$ cat src/include/btc_map.svh
// constant map for the bit-test, call and clear execution slice
`ifndef BTC_MAP_SVH
`define BTC_MAP_SVH
// ==========================================================
// register byte offsets on the wishbone side, and the file window in address bits 11:8
`define BTC_REG_CTRL 12'h000
`define BTC_REG_STATUS 12'h004
`define BTC_REG_PC 12'h008
`define BTC_REG_WORK 12'h00C
`define BTC_REG_WDOG 12'h010
`define BTC_REG_PAGE 12'h014
`define BTC_REG_STACK 12'h018
`define BTC_FILE_WIN 4'h1
// ==========================================================
// field positions and reset values
`define BTC_CTRL_RUN 0
`define BTC_CTRL_PSA 1
`define BTC_CTRL_RST 2'h0
`define BTC_ST_ZERO 0
`define BTC_ST_PDOWN 1
`define BTC_ST_TMOUT 2
`define BTC_PC_RST 12'h000
`define BTC_PAGE_RST 4'h0
// ==========================================================
// opcode patterns, matched on the upper bits or on all 13 bits of the word, and the prescaler top value
`define BTC_OPC_CALL 3'h4
`define BTC_OPC_FARCALL 3'h6
`define BTC_OPC_FJUMP 3'h7
`define BTC_OPC_SKCLR 4'h6
`define BTC_OPC_SKSET 4'h7
`define BTC_OPC_COMPL 6'h08
`define BTC_OPC_CLFILE 7'h01
`define BTC_OPC_CLWORK 13'h0001
`define BTC_OPC_WDCLR 13'h0004
`define BTC_PRESC_TOP 8'hFF
`endif

$ cat src/include/btc_pkg.sv
// types shared by the execution slice
package btc_pkg;
    // ==========================================================
    // decoded operation classes
    typedef enum logic [3:0] {
        OP_OTHER,
        OP_SKIP_CLR,
        OP_SKIP_SET,
        OP_CALL,
        OP_FAR_CALL,
        OP_FAR_JUMP,
        OP_CLR_WORK,
        OP_CLR_FILE,
        OP_WDOG_CLR,
        OP_COMPL
    } btc_op_t;
endpackage : btc_pkg

$ cat src/rtl/btc_file_regs.sv
// file register bank: one write port, two asynchronous read ports
`timescale 1ns/1ps
module btc_file_regs #(
    parameter int DEPTH = 64,
    parameter int WIDTH = 8,
    parameter int AW = 6
) (
    input wire logic clk,
    input wire logic sys_rst,
    input wire logic wrEn,
    input wire logic [AW-1:0] wrAddr,
    input wire logic [WIDTH-1:0] wrData,
    input wire logic [AW-1:0] rdAddrA,
    output logic [WIDTH-1:0] rdDataA,
    input wire logic [AW-1:0] rdAddrB,
    output logic [WIDTH-1:0] rdDataB
);
    logic [WIDTH-1:0] memQ [DEPTH];

    // ==========================================================
    // storage
    // flops rather than a ram so both readers see the word in the same cycle
    always_ff @(posedge clk or posedge sys_rst) begin
        if (sys_rst) begin
            for (int i = 0; i < DEPTH; i++) begin
                memQ[i] <= '0;
            end
        end else if (wrEn) begin
            memQ[wrAddr] <= wrData;
        end
    end

    // read ports
    assign rdDataA = memQ[rdAddrA];
    assign rdDataB = memQ[rdAddrB];
endmodule : btc_file_regs

$ cat src/rtl/btc_exec.sv
// execution slice: bit tests with skip, near and far calls, clears, complement
`timescale 1ns/1ps
`include "btc_map.svh"
module btc_exec import btc_pkg::*; #(
    parameter int STACK_DEPTH = 5,
    parameter int PC_W = 12
) (
    input wire logic clk,
    input wire logic sys_rst,
    output logic [PC_W-1:0] progAddr,
    input wire logic [12:0] progData,
    input wire logic wb_cyc_i,
    input wire logic wb_stb_i,
    input wire logic wb_we_i,
    input wire logic [11:0] wb_adr_i,
    input wire logic [3:0] wb_sel_i,
    input wire logic [31:0] wb_dat_i,
    output logic [31:0] wb_dat_o,
    output logic wb_ack_o
);
    // ==========================================================
    // state
    logic [PC_W-1:0] pcQ, pcD;
    logic [12:0] instrQ, instrD;
    logic killQ, killD;
    logic killTailQ, killTailD;
    logic farPendQ, farPendD;
    logic farCallQ, farCallD;
    logic [7:0] workQ, workD;
    logic zeroQ, zeroD;
    logic tmoutQ, tmoutD;
    logic pdownQ, pdownD;
    logic [1:0] ctrlQ;
    logic [3:0] pageQ, pageD;
    logic [7:0] prescQ, prescD;
    logic [7:0] wdogQ, wdogD;
    logic [PC_W-1:0] stackQ [STACK_DEPTH];
    logic [2:0] spQ;
    logic ackQ;
    logic [31:0] datQ;

    // ==========================================================
    // decode
    function automatic btc_op_t btcDecode(input logic [12:0] w);
        btc_op_t r;
        r = OP_OTHER;
        if (w[12:10] == `BTC_OPC_CALL) r = OP_CALL;
        else if (w[12:10] == `BTC_OPC_FARCALL) r = OP_FAR_CALL;
        else if (w[12:10] == `BTC_OPC_FJUMP) r = OP_FAR_JUMP;
        else if (w[12:9] == `BTC_OPC_SKCLR) r = OP_SKIP_CLR;
        else if (w[12:9] == `BTC_OPC_SKSET) r = OP_SKIP_SET;
        else if (w[12:7] == `BTC_OPC_COMPL) r = OP_COMPL;
        else if (w[12:6] == `BTC_OPC_CLFILE) r = OP_CLR_FILE;
        else if (w == `BTC_OPC_CLWORK) r = OP_CLR_WORK;
        else if (w == `BTC_OPC_WDCLR) r = OP_WDOG_CLR;
        return r;
    endfunction : btcDecode

    btc_op_t op;
    logic runEn, live, isFar, testBit, destFile;
    logic skipTest, doCall, farDone, pushEn;
    logic clrWork, clrFile, wdogClr, compl;
    logic [7:0] fileRdA, fileRdB, complVal;
    logic [2:0] topIdx;
    logic [PC_W-1:0] stackTop;

    // the word in instrQ executes unless a skip or branch already killed it
    assign op = btcDecode(instrQ);
    assign runEn = ctrlQ[`BTC_CTRL_RUN];
    assign live = runEn & ~killQ & ~farPendQ;
    assign isFar = (op == OP_FAR_CALL) | (op == OP_FAR_JUMP);
    assign testBit = fileRdA[instrQ[8:6]];
    assign destFile = instrQ[6];
    assign complVal = ~fileRdA;

    // operation strobes, each valid for the single execute cycle
    assign skipTest = live & (((op == OP_SKIP_CLR) & ~testBit)
                    | ((op == OP_SKIP_SET) & testBit));
    assign doCall = live & (op == OP_CALL);
    assign farDone = runEn & ~killQ & farPendQ;
    assign pushEn = doCall | (farDone & farCallQ);
    assign clrWork = live & (op == OP_CLR_WORK);
    assign clrFile = live & (op == OP_CLR_FILE);
    assign wdogClr = live & (op == OP_WDOG_CLR);
    assign compl = live & (op == OP_COMPL);

    // ==========================================================
    // sequencing: prefetch, skip and branch
    // a skip only marks the prefetched word dead, so it costs the one extra
    // cycle of a no-op; a dead far word also kills its address word
    assign killD = runEn ? (skipTest | doCall | farDone
                 | (killQ & isFar & ~killTailQ)) : killQ;
    assign killTailD = runEn ? (killQ & isFar & ~killTailQ) : killTailQ;
    assign farPendD = runEn ? (live & isFar) : farPendQ;
    assign farCallD = runEn ? (live & (op == OP_FAR_CALL)) : farCallQ;
    assign instrD = runEn ? progData : instrQ;

    // pcQ already points past instrQ, so it is the return address
    assign pcD = ~runEn ? pcQ
               : farDone ? instrQ[PC_W-1:0]
               : doCall ? {pageQ[3:2], instrQ[9:0]}
               : PC_W'(pcQ + 1'b1);
    assign pageD = farDone ? {instrQ[11:10], pageQ[1:0]} : pageQ;

    // ==========================================================
    // data path: work register and zero flag
    // calls and bit tests never reach these terms, so flags hold
    assign workD = clrWork ? 8'h00
                 : (compl & ~destFile) ? complVal
                 : workQ;
    assign zeroD = (clrWork | clrFile) ? 1'b1
                 : compl ? (complVal == 8'h00)
                 : zeroQ;

    // core writes to the file bank
    logic coreWe;
    logic [7:0] coreWdata;
    assign coreWe = clrFile | (compl & destFile);
    assign coreWdata = clrFile ? 8'h00 : complVal;

    // ==========================================================
    // watchdog counter and prescaler
    // the prescaler keeps running for the timer but is only cleared when
    // it is assigned to the watchdog; otherwise the counter counts each cycle
    logic psaWdog, wdogTick;
    assign psaWdog = ctrlQ[`BTC_CTRL_PSA];
    assign wdogTick = ~psaWdog | (prescQ == `BTC_PRESC_TOP);
    assign prescD = (wdogClr & psaWdog) ? 8'h00 : 8'(prescQ + 1'b1);
    assign wdogD = wdogClr ? 8'h00 : wdogTick ? 8'(wdogQ + 1'b1) : wdogQ;

    // ==========================================================
    // wishbone slave
    logic wbReq, fileHit, wbStall, wbTake, wbWr, stWr;
    logic [31:0] regRd;
    assign wbReq = wb_cyc_i & wb_stb_i & ~ackQ;
    assign fileHit = wb_adr_i[11:8] == `BTC_FILE_WIN;
    // a core write to the file bank wins; the bus write waits for as long as coreWe is high
    assign wbStall = fileHit & wb_we_i & coreWe;
    assign wbTake = wbReq & ~wbStall;
    assign wbWr = wbTake & wb_we_i & wb_sel_i[0];
    assign stWr = wbWr & (wb_adr_i == `BTC_REG_STATUS);

    // write-one-to-clear on the timeout and power-down flags; the hardware set wins
    assign tmoutD = wdogClr | (tmoutQ & ~(stWr & wb_dat_i[`BTC_ST_TMOUT]));
    assign pdownD = wdogClr | (pdownQ & ~(stWr & wb_dat_i[`BTC_ST_PDOWN]));

    // unmapped offsets read as zero and still acknowledge
    assign regRd = fileHit ? 32'(fileRdB)
                 : (wb_adr_i == `BTC_REG_CTRL) ? 32'(ctrlQ)
                 : (wb_adr_i == `BTC_REG_STATUS) ? 32'({tmoutQ, pdownQ, zeroQ})
                 : (wb_adr_i == `BTC_REG_PC) ? 32'(pcQ)
                 : (wb_adr_i == `BTC_REG_WORK) ? 32'(workQ)
                 : (wb_adr_i == `BTC_REG_WDOG) ? 32'({prescQ, wdogQ})
                 : (wb_adr_i == `BTC_REG_PAGE) ? 32'(pageQ)
                 : (wb_adr_i == `BTC_REG_STACK) ? 32'(stackTop)
                 : 32'h0000_0000;

    // ==========================================================
    // file bank
    logic fileWe;
    logic [5:0] fileWaddr;
    logic [7:0] fileWdata;
    assign fileWe = coreWe | (wbWr & fileHit);
    assign fileWaddr = coreWe ? instrQ[5:0] : wb_adr_i[7:2];
    assign fileWdata = coreWe ? coreWdata : wb_dat_i[7:0];

    btc_file_regs #(.DEPTH(64), .WIDTH(8), .AW(6)) fileRegs (
        .clk(clk),
        .sys_rst(sys_rst),
        .wrEn(fileWe),
        .wrAddr(fileWaddr),
        .wrData(fileWdata),
        .rdAddrA(instrQ[5:0]),
        .rdDataA(fileRdA),
        .rdAddrB(wb_adr_i[7:2]),
        .rdDataB(fileRdB)
    );

    // ==========================================================
    // return stack: circular, oldest entry is overwritten on overflow
    assign topIdx = (spQ == 3'h0) ? 3'(STACK_DEPTH - 1) : 3'(spQ - 1'b1);
    assign stackTop = stackQ[topIdx];

    always_ff @(posedge clk or posedge sys_rst) begin
        if (sys_rst) begin
            spQ <= 3'h0;
            for (int i = 0; i < STACK_DEPTH; i++) begin
                stackQ[i] <= '0;
            end
        end else if (pushEn) begin
            stackQ[spQ] <= pcQ;
            spQ <= (spQ == 3'(STACK_DEPTH - 1)) ? 3'h0 : 3'(spQ + 1'b1);
        end
    end

    // ==========================================================
    // pipeline registers
    always_ff @(posedge clk or posedge sys_rst) begin
        if (sys_rst) begin
            pcQ <= `BTC_PC_RST;
            instrQ <= 13'h0000;
            killQ <= 1'b0;
            killTailQ <= 1'b0;
            farPendQ <= 1'b0;
            farCallQ <= 1'b0;
            pageQ <= `BTC_PAGE_RST;
        end else begin
            pcQ <= pcD;
            instrQ <= instrD;
            killQ <= killD;
            killTailQ <= killTailD;
            farPendQ <= farPendD;
            farCallQ <= farCallD;
            pageQ <= (wbWr & (wb_adr_i == `BTC_REG_PAGE)) ? wb_dat_i[3:0] : pageD;
        end
    end

    // data and flag registers; timeout and power-down flags come up set as after power-on, the zero flag clear
    always_ff @(posedge clk or posedge sys_rst) begin
        if (sys_rst) begin
            workQ <= 8'h00;
            zeroQ <= 1'b0;
            tmoutQ <= 1'b1;
            pdownQ <= 1'b1;
            prescQ <= 8'h00;
            wdogQ <= 8'h00;
        end else begin
            workQ <= workD;
            zeroQ <= zeroD;
            tmoutQ <= tmoutD;
            pdownQ <= pdownD;
            prescQ <= prescD;
            wdogQ <= wdogD;
        end
    end

    // bus registers: ack one cycle after the strobe is taken, low again the next
    always_ff @(posedge clk or posedge sys_rst) begin
        if (sys_rst) begin
            ctrlQ <= `BTC_CTRL_RST;
            ackQ <= 1'b0;
            datQ <= 32'h0000_0000;
        end else begin
            ackQ <= wbTake;
            if (wbTake & ~wb_we_i) datQ <= regRd;
            if (wbWr & (wb_adr_i == `BTC_REG_CTRL)) ctrlQ <= wb_dat_i[1:0];
        end
    end

    assign progAddr = pcQ;
    assign wb_ack_o = ackQ;
    assign wb_dat_o = datQ;

    // call operands as plain signals so their past values can be taken
    logic [1:0] pageHi;
    logic [9:0] callImm;
    assign pageHi = pageQ[3:2];
    assign callImm = instrQ[9:0];
endmodule : btc_exec

$ cat config.mk
export PLATFORM = sky130hd
export DESIGN_NAME = btc_exec
export DESIGN_NICKNAME = d
export VERILOG_FILES = /design/src/include/btc_pkg.sv /design/src/rtl/btc_file_regs.sv /design/src/rtl/btc_exec.sv
export VERILOG_INCLUDE_DIRS = /design/src /design/src/include
export SDC_FILE = /design/constraint.sdc
export NUM_CORES = 2
export LEC_CHECK = 0
export ABC_CLOCK_PERIOD_IN_PS = 29900
export BUFFER_PORTS_ARGS = -buffer_cell sky130_fd_sc_hd__buf_4
export CAP_MARGIN = 20
export CORE_UTILIZATION = 55
export DETAILED_ROUTE_END_ITERATION = 7
export PLACE_DENSITY_LB_ADDON = 0.05
export SETUP_SLACK_MARGIN = 0.1
export SLEW_MARGIN = 5
export SYNTH_ARGS = -nofsm -noshare
export SYNTH_HDL_FRONTEND = slang
export SYNTH_SLANG_ARGS = --single-unit
$ cat constraint.sdc
create_clock -name clk -period 29.9 [get_ports clk]
set_clock_uncertainty 0.2 [all_clocks]
set_input_delay 5.98 -clock clk [delete_from_list [all_inputs] [get_ports clk]]
set_output_delay 5.98 -clock clk [all_outputs]
set_load 0.01 [all_outputs]
# Word-level counts from Yosys, hierarchy flattened
# Cells that the tools add are included.
[totals]
regBits = 670
input_bits = 66
output_inout_bits = 45
word_cells = 250
[op_classes]
add_sub_neg = 5
n_lt_le_gt_ge = 8
eq_ne = 27
muxes = 50
n_bitwise = 64
n_reduce_logical = 9
[op_table]
columns = ["cell", "count"]
rows = [
  ["bitwise mux 512 bit", 1],
  ["binary-select mux 8 bit (select 6 bit)", 2],
  ["2-to-1 mux 16 bit", 6],
  ["2-to-1 mux 8 bit", 12],
  ["2-to-1 mux 12 bit", 7],
  ["bitwise mux 60 bit", 1],
  ["demux 8 bit (select 6 bit)", 1],
  ["2-to-1 mux 4 bit", 11],
  ["binary-select mux 12 bit (select 3 bit)", 1],
  ["demux 12 bit (select 3 bit)", 1],
  ["== test 12 x 5 -> 1 bit (second input constant)", 3],
  ["AND 1 bit", 35],
  ["== test 12 x 4 -> 1 bit (second input constant)", 2],
  ["== test 4 x 3 -> 1 bit (second input constant)", 6],
  [">= comparator 7 bit (second input constant)", 3],
  ["NOT 6 -> 7 bit", 3],
  ["adder 8 x 1 -> 8 bit (second input constant)", 2],
  ["== test 13 x 1 -> 1 bit (second input constant)", 1],
  ["== test 13 x 3 -> 1 bit (second input constant)", 1],
  ["adder 12 x 1 -> 12 bit (second input constant)", 1],
  ["== test 12 x 3 -> 1 bit (second input constant)", 1],
  ["== test 3 bit (second input constant)", 4],
  ["zero test 12 bit", 1],
  ["OR 1 bit", 12],
  ["other kinds (23)", 45],
]

# Depth between registers and ports, before layout
[logic_depth]
depth_word = 24
mapped_depth = 14
mapped_depth_nobuf = 11

# Cells and area by module
# A second synthesis with hierarchy kept.
[unflattened]
hier_cells = 2508
area_unflattened_um2 = 35157.5
[by_module_without_submodules]
columns = ["module", "instances", "cells_each", "area_per_inst_um2", "seq_area_each_um2"]
rows = [
  ["btc_file_regs", 1, 1812, 27614.0, 12812.3],
  ["btc_exec", 1, 696, 7543.5, 3555.9],
]

# Least setup slack after synthesis
# No wires, ideal clock.
[synth_path]
path_type = "input to register"
startpoint = "input wb_adr_i[3]"
endpoint = "register datQ[2], in the netlist wb_dat_o[2]"
setup_ns = 0.137
arrival_time_ns = 8.424
required_time_ns = 29.563
slack_ns = 21.139
stages = 8
path_buffers = 3
cell_sequence = "buf_2 clkbuf_1 clkbuf_1 mux4_2 mux4_2 mux4_2 a32oi_1 a21oi_1"
[synth_via]
elab_chain_cells = 9
word_cells_on_any_way = 19
cone_classes = "eq/ne (6); mux (11); bitwise (1); reduce/logical (1)"
[synth_rtl]
columns = ["element", "line", "source"]
rows = [
  ["start, declared", "btc_exec.sv:15", "input wire logic [11:0] wb_adr_i,"],
  ["== test 12 x 5 -> 1 bit (no line)", "--", ""],
  ["2-to-1 mux 12 bit", "btc_exec.sv:155", ": (wb_adr_i == `BTC_REG_STACK) ? 32'(stackTop)"],
  ["2-to-1 mux 12 bit", "btc_exec.sv:154", ": (wb_adr_i == `BTC_REG_PAGE) ? 32'(pageQ)"],
  ["2-to-1 mux 16 bit", "btc_exec.sv:153", ": (wb_adr_i == `BTC_REG_WDOG) ? 32'({prescQ, wdogQ})"],
  ["2-to-1 mux 16 bit", "btc_exec.sv:152", ": (wb_adr_i == `BTC_REG_WORK) ? 32'(workQ)"],
  ["2-to-1 mux 16 bit", "btc_exec.sv:151", ": (wb_adr_i == `BTC_REG_PC) ? 32'(pcQ)"],
  ["2-to-1 mux 16 bit", "btc_exec.sv:150", ": (wb_adr_i == `BTC_REG_STATUS) ? 32'({tmoutQ, pdownQ, zeroQ})"],
  ["2-to-1 mux 16 bit", "btc_exec.sv:149", ": (wb_adr_i == `BTC_REG_CTRL) ? 32'(ctrlQ)"],
  ["2-to-1 mux 16 bit *", "btc_exec.sv:148", "assign regRd = fileHit ? 32'(fileRdB)"],
  ["end signal, assigned", "btc_exec.sv:245", "if (wbTake & ~wb_we_i) datQ <= regRd;"],
  ["end, declared", "btc_exec.sv:40", "logic [31:0] datQ;"],
]
# Every way passes the cells marked *; elsewhere a longest branch is shown, timed or not. The select of a mux whose other input is x is not followed.
# A chain may end at the register's enable or synchronous reset.

# Worst setup path in the final report
[layout_path]
startpoint = "input wb_adr_i[3]"
endpoint = "register fileRegs.memQ[171] (netlist name)"
[layout_via]
elab_chain_cells = 7
word_cells_on_any_way = 8
cone_classes = "order compare (2); mux (4); bitwise (1); reduce/logical (1)"
[layout_rtl]
columns = ["element", "line", "source"]
rows = [
  ["2-to-1 mux 6 bit *", "btc_exec.sv:164", "assign fileWaddr = coreWe ? instrQ[5:0] : wb_adr_i[7:2];"],
  ["NOT 6 -> 7 bit (not written as such) *", "btc_file_regs.sv:29", "memQ[wrAddr] <= wrData;"],
  [">= comparator 7 bit (not written as such) / < comparator 7 x 1 -> 1 bit (equally long branches)", "btc_file_regs.sv:29", ""],
  ["logical AND 1 bit (not written as such)", "btc_file_regs.sv:29", ""],
  ["2-to-1 mux 8 bit (not written as such)", "btc_file_regs.sv:29", ""],
  ["demux 8 bit (select 6 bit) *", "btc_file_regs.sv:29", ""],
  ["bitwise mux 512 bit *", "btc_file_regs.sv:29", ""],
  ["end signal, assigned by index", "btc_file_regs.sv:29", ""],
  ["end, declared", "btc_file_regs.sv:18", "logic [WIDTH-1:0] memQ [DEPTH];"],
]
# Every way passes the cells marked *; elsewhere a longest branch is shown, timed or not.

==> summary.txt <==
Clocking
  – CTS sink cnt: 654
  – Post-CTS Setup Bufs: 0
  – H-tree depth: 3
  – CTS Hold Bufs: 0
  – Cts repair resizes: 0
  – Clock Path Buffers: 3
  – Clock transition at path regs: 0.07 ns
  – Total clock buffers created by CTS: 73
  – CTS tree: yes
  – Clock root buffer: clkbuf_16
  – Clock Latency Late Sink: 0.62 ns

Power
  – Peak supply drop: 66.8 uV
  – Pleak: 0.0179 uW
  – Power, Total: 1950 uW
  – Power Dens Cells: 50.2 nW/um2

Die
  – Initial Util: 55.9%
  – Ports: 111
  – Area of the core: 63300 um2
  – Die W: 256 um
  – Core Rows: 92
  – Die Ht: 256 um
  – Die Footprint: 65400 um2

Synthesis
  – Netlist cell types: 85
  – Synth top area cells: dfrtp_1, mux2_2, mux4_2
  – Dominant cell type by area after synthesis: dfrtp_1
  – Post-synthesis sequential area ratio: 46.2%
  – #FFs+latches synth: 654
  – Post-synthesis cell area: 35400 um2
  – Ys Warns: 0
  – Avg Cell Area, Syn: 14.2 um2
  – Post-synthesis cell count: 2488
  – Dominant synthesized flop cell: dfrtp_1
  – EDFF count, synth: 0
  – Share of flip-flops with an asynchronous set or reset: 100%
  – Synth top area share: 46.1%

STA
  – RSZ-0062 raised after global routing: false
  – Final number of max-transition violations: 0
  – Period utilization: 31.5%
  – Max frequency: 106 MHz
  – Hold slack: 0.297 ns
  – Count of final setup violators: 0
  – Fin. Hold Viols: 0
  – Fin crit period: 9.42 ns
  – Max_slew headroom: 21.0%
  – Worst-Margin Slew: 1.17 ns
  – TNS Setup: 0 ns

Route
  – Drc violations: 0
  – DR vias: 23200
  – Avg WL per Cell: 30.6 um
  – First-pass DRT Iterations: 7
  – Antenna Nets Post-Route: 0
  – Initial DRC count: 2235
  – Vias per inst: 6.82
  – Total wire length: 104 mm

Critical path
  – CP max stage delay: 0.83 ns
  – Worst Reg-to-Reg Cells: 11
  – R2r startpoint: instrQ[0]$_DFFE_PP0P_
  – CP Data Required Time: 30.20 ns
  – CP endpoint kind: flop
  – Capture point of the worst reg-to-reg path: fileRegs.memQ[177]$_DFFE_PP0P_
  – CP Launch Type: input pin
  – CP cell instances: buf_6 -> buf_4 -> nand2b_1 -> nor3_1 -> a31oi_2 -> nor2_2 -> mux2_2
  – Crit path arrival time: 9.72 ns
  – Register-to-Register Setup Slack: 23.95 ns
  – CP max FO: 56
  – Crit Path Category: in -> reg
  – CP max-delay cell: nor2_2

Run status
  – Status: finished clean

Finish
  – Final Net Count: 2565
  – Layout fillers: 4844
  – Layout overhead on the synthesized area: 9.80%
  – Final core occ: 61.4%
  – Share of layout cells above drive strength 1: 46.2%

GRT
  – Vias in the first global route: 23700
  – Congestion Overflow GR: 0
  – Initial antenna violation count: 1
  – Largest net degree at the start of global routing: 169
  – Global-route wire length before repair: 158 mm
  – Global Route Usage Sum: 32.5%

Placed design
  – Post-DP HPWL: 67.0 mm
  – IO Port Bufs: 67
  – Routability-driven placement congestion ratio: 0.903

Min path
  – Hold Path Class: reg -> reg
  – Hold Startpoint: workQ[0]$_DFFE_PP0P_
  – Min-Delay Endpoint: workQ[0]$_DFFE_PP0P_
  – Hold path depth: 2

Job
  – Max-Cap Viols: 0
layout by cell type (no fill, tap or decap), drive strengths merged, types with 13 or more instances in the layout:
cell type	count
mux2i	94
buf	118
a31oi	28
inv	19
clkbuf	101
dfrtp	652
nand2	115
mux4	278
nor2	109
o21ai	58
nor3	17
mux2	591
a22oi	24
conb	16
a21oi	80
a22o	17
nor2b	13
clkinv	19
nand3	38
kinds of logic (layout without fill, tap and decap cells):
family | Yosys count | count (layout) | synth area share [%]
mux | 963 | 963 | 39.2
flops | 654 | 654 | 46.2
simple gates | 355 | 355 | 5.05
compound gates | 273 | 273 | 5.28
buf+inv | 221 | 268 | 3.62
xor+xnor | 14 | 14 | 0.346
fa+ha+maj | 7 | 7 | 0.247
other cells | 1 | 17 | 0.0106
routing by layer:
layer  vias to the layer above  global-route usage, %  wire length (um)
met2                       923                   49.7             48500
met5                         -                      0                11
met4                         2                   13.3              4520
met1                     12400                   46.2             43700
met3                       253                   5.96              7350
li1                       9550                      -                 -
how the worst max path moves through the flow:
| stage | to | from | cells past startpoint |
|---|---|---|---|
| after floorplan | ctrlQ[0]$_DFFE_PP0P_ | sys_rst | 1 |
| after global placement | wb_dat_o[0]$_DFFE_PP0P_ | wb_adr_i[2] | 8 |
| after detailed placement | wb_dat_o[0]$_DFFE_PP0P_ | wb_adr_i[2] | 8 |
| after CTS | wb_dat_o[0]$_DFFE_PP0P_ | wb_adr_i[2] | 8 |
| after global routing | wb_dat_o[0]$_DFFE_PP0P_ | wb_adr_i[2] | 8 |
| final | fileRegs.memQ[171]$_DFFE_PP0P_ | wb_adr_i[3] | 7 |
critical path, delay by kind of cell:
family | cells | cell delay [ns]
compound gates | 1 | 0.26
buf+inv | 2 | 1.26
simple gates | 3 | 1.63
mux | 1 | 0.42
registers in the layout, summed over array words and instances (netlist names):
register and flops:
instrQ 13, ctrlQ 2, killTailQ 1, stackQ 60, pdownQ 1, workQ 8
killQ 1, wb_dat_o 16, wdogQ 8, wb_ack_o 1, fileRegs.memQ 512, prescQ 8
pageQ 4, farPendQ 1, progAddr 12, farCallQ 1, spQ 3, zeroQ 1
tmoutQ 1
cell type report:
type	instances	area (um2)	share of cell area, %
Multi-Input combinational cell	1628	17800	45.9
Clock buffer	101	2160	5.57
Clock inverter	32	357	0.917
Inverter	17	71.3	0.183
Tap cell	846	1060	2.72
Timing Repair Buffer	118	995	2.56
Antenna cell	1	2.50	0.00644
Sequential cell	654	16400	42.1
synth_stat cells, types with 8 or more instances:
cell and n:
nor2_2 33, o21ai_0 52, buf_6 30, a22o_1 17, and3_1 9, a22oi_1 23, nand2_1 98, nand2_2 17
inv_1 14, mux2_1 23, nand4_1 12, nor2b_1 13, nand3_1 38, buf_1 16, dfrtp_1 652, mux4_2 272
a31oi_1 25, mux2_2 568, clkbuf_2 11, a21oi_1 77, clkbuf_1 54, nor3_1 16, buf_4 30, nor2_1 74
buf_2 61, xor2_1 8, mux2i_1 94
power by group:
part	internal, uW	switching [uW]	total, uW
clock	567	373	940
sequential	896	10.1	906
combinational	35.5	69.4	105
total	1500	453	1950
through the flow:
step                worst slack [ns]  cells  area [um2]
global route                   20.43   3396       38900
CTS                            20.55   3392       38800
detailed placement             19.91   3259       36300
global placement               19.91   3257       36200
finish                         20.48   3397       38900
floorplan                       5.40   2503       35500
Note: power is estimated with default switching activity, not from simulation.
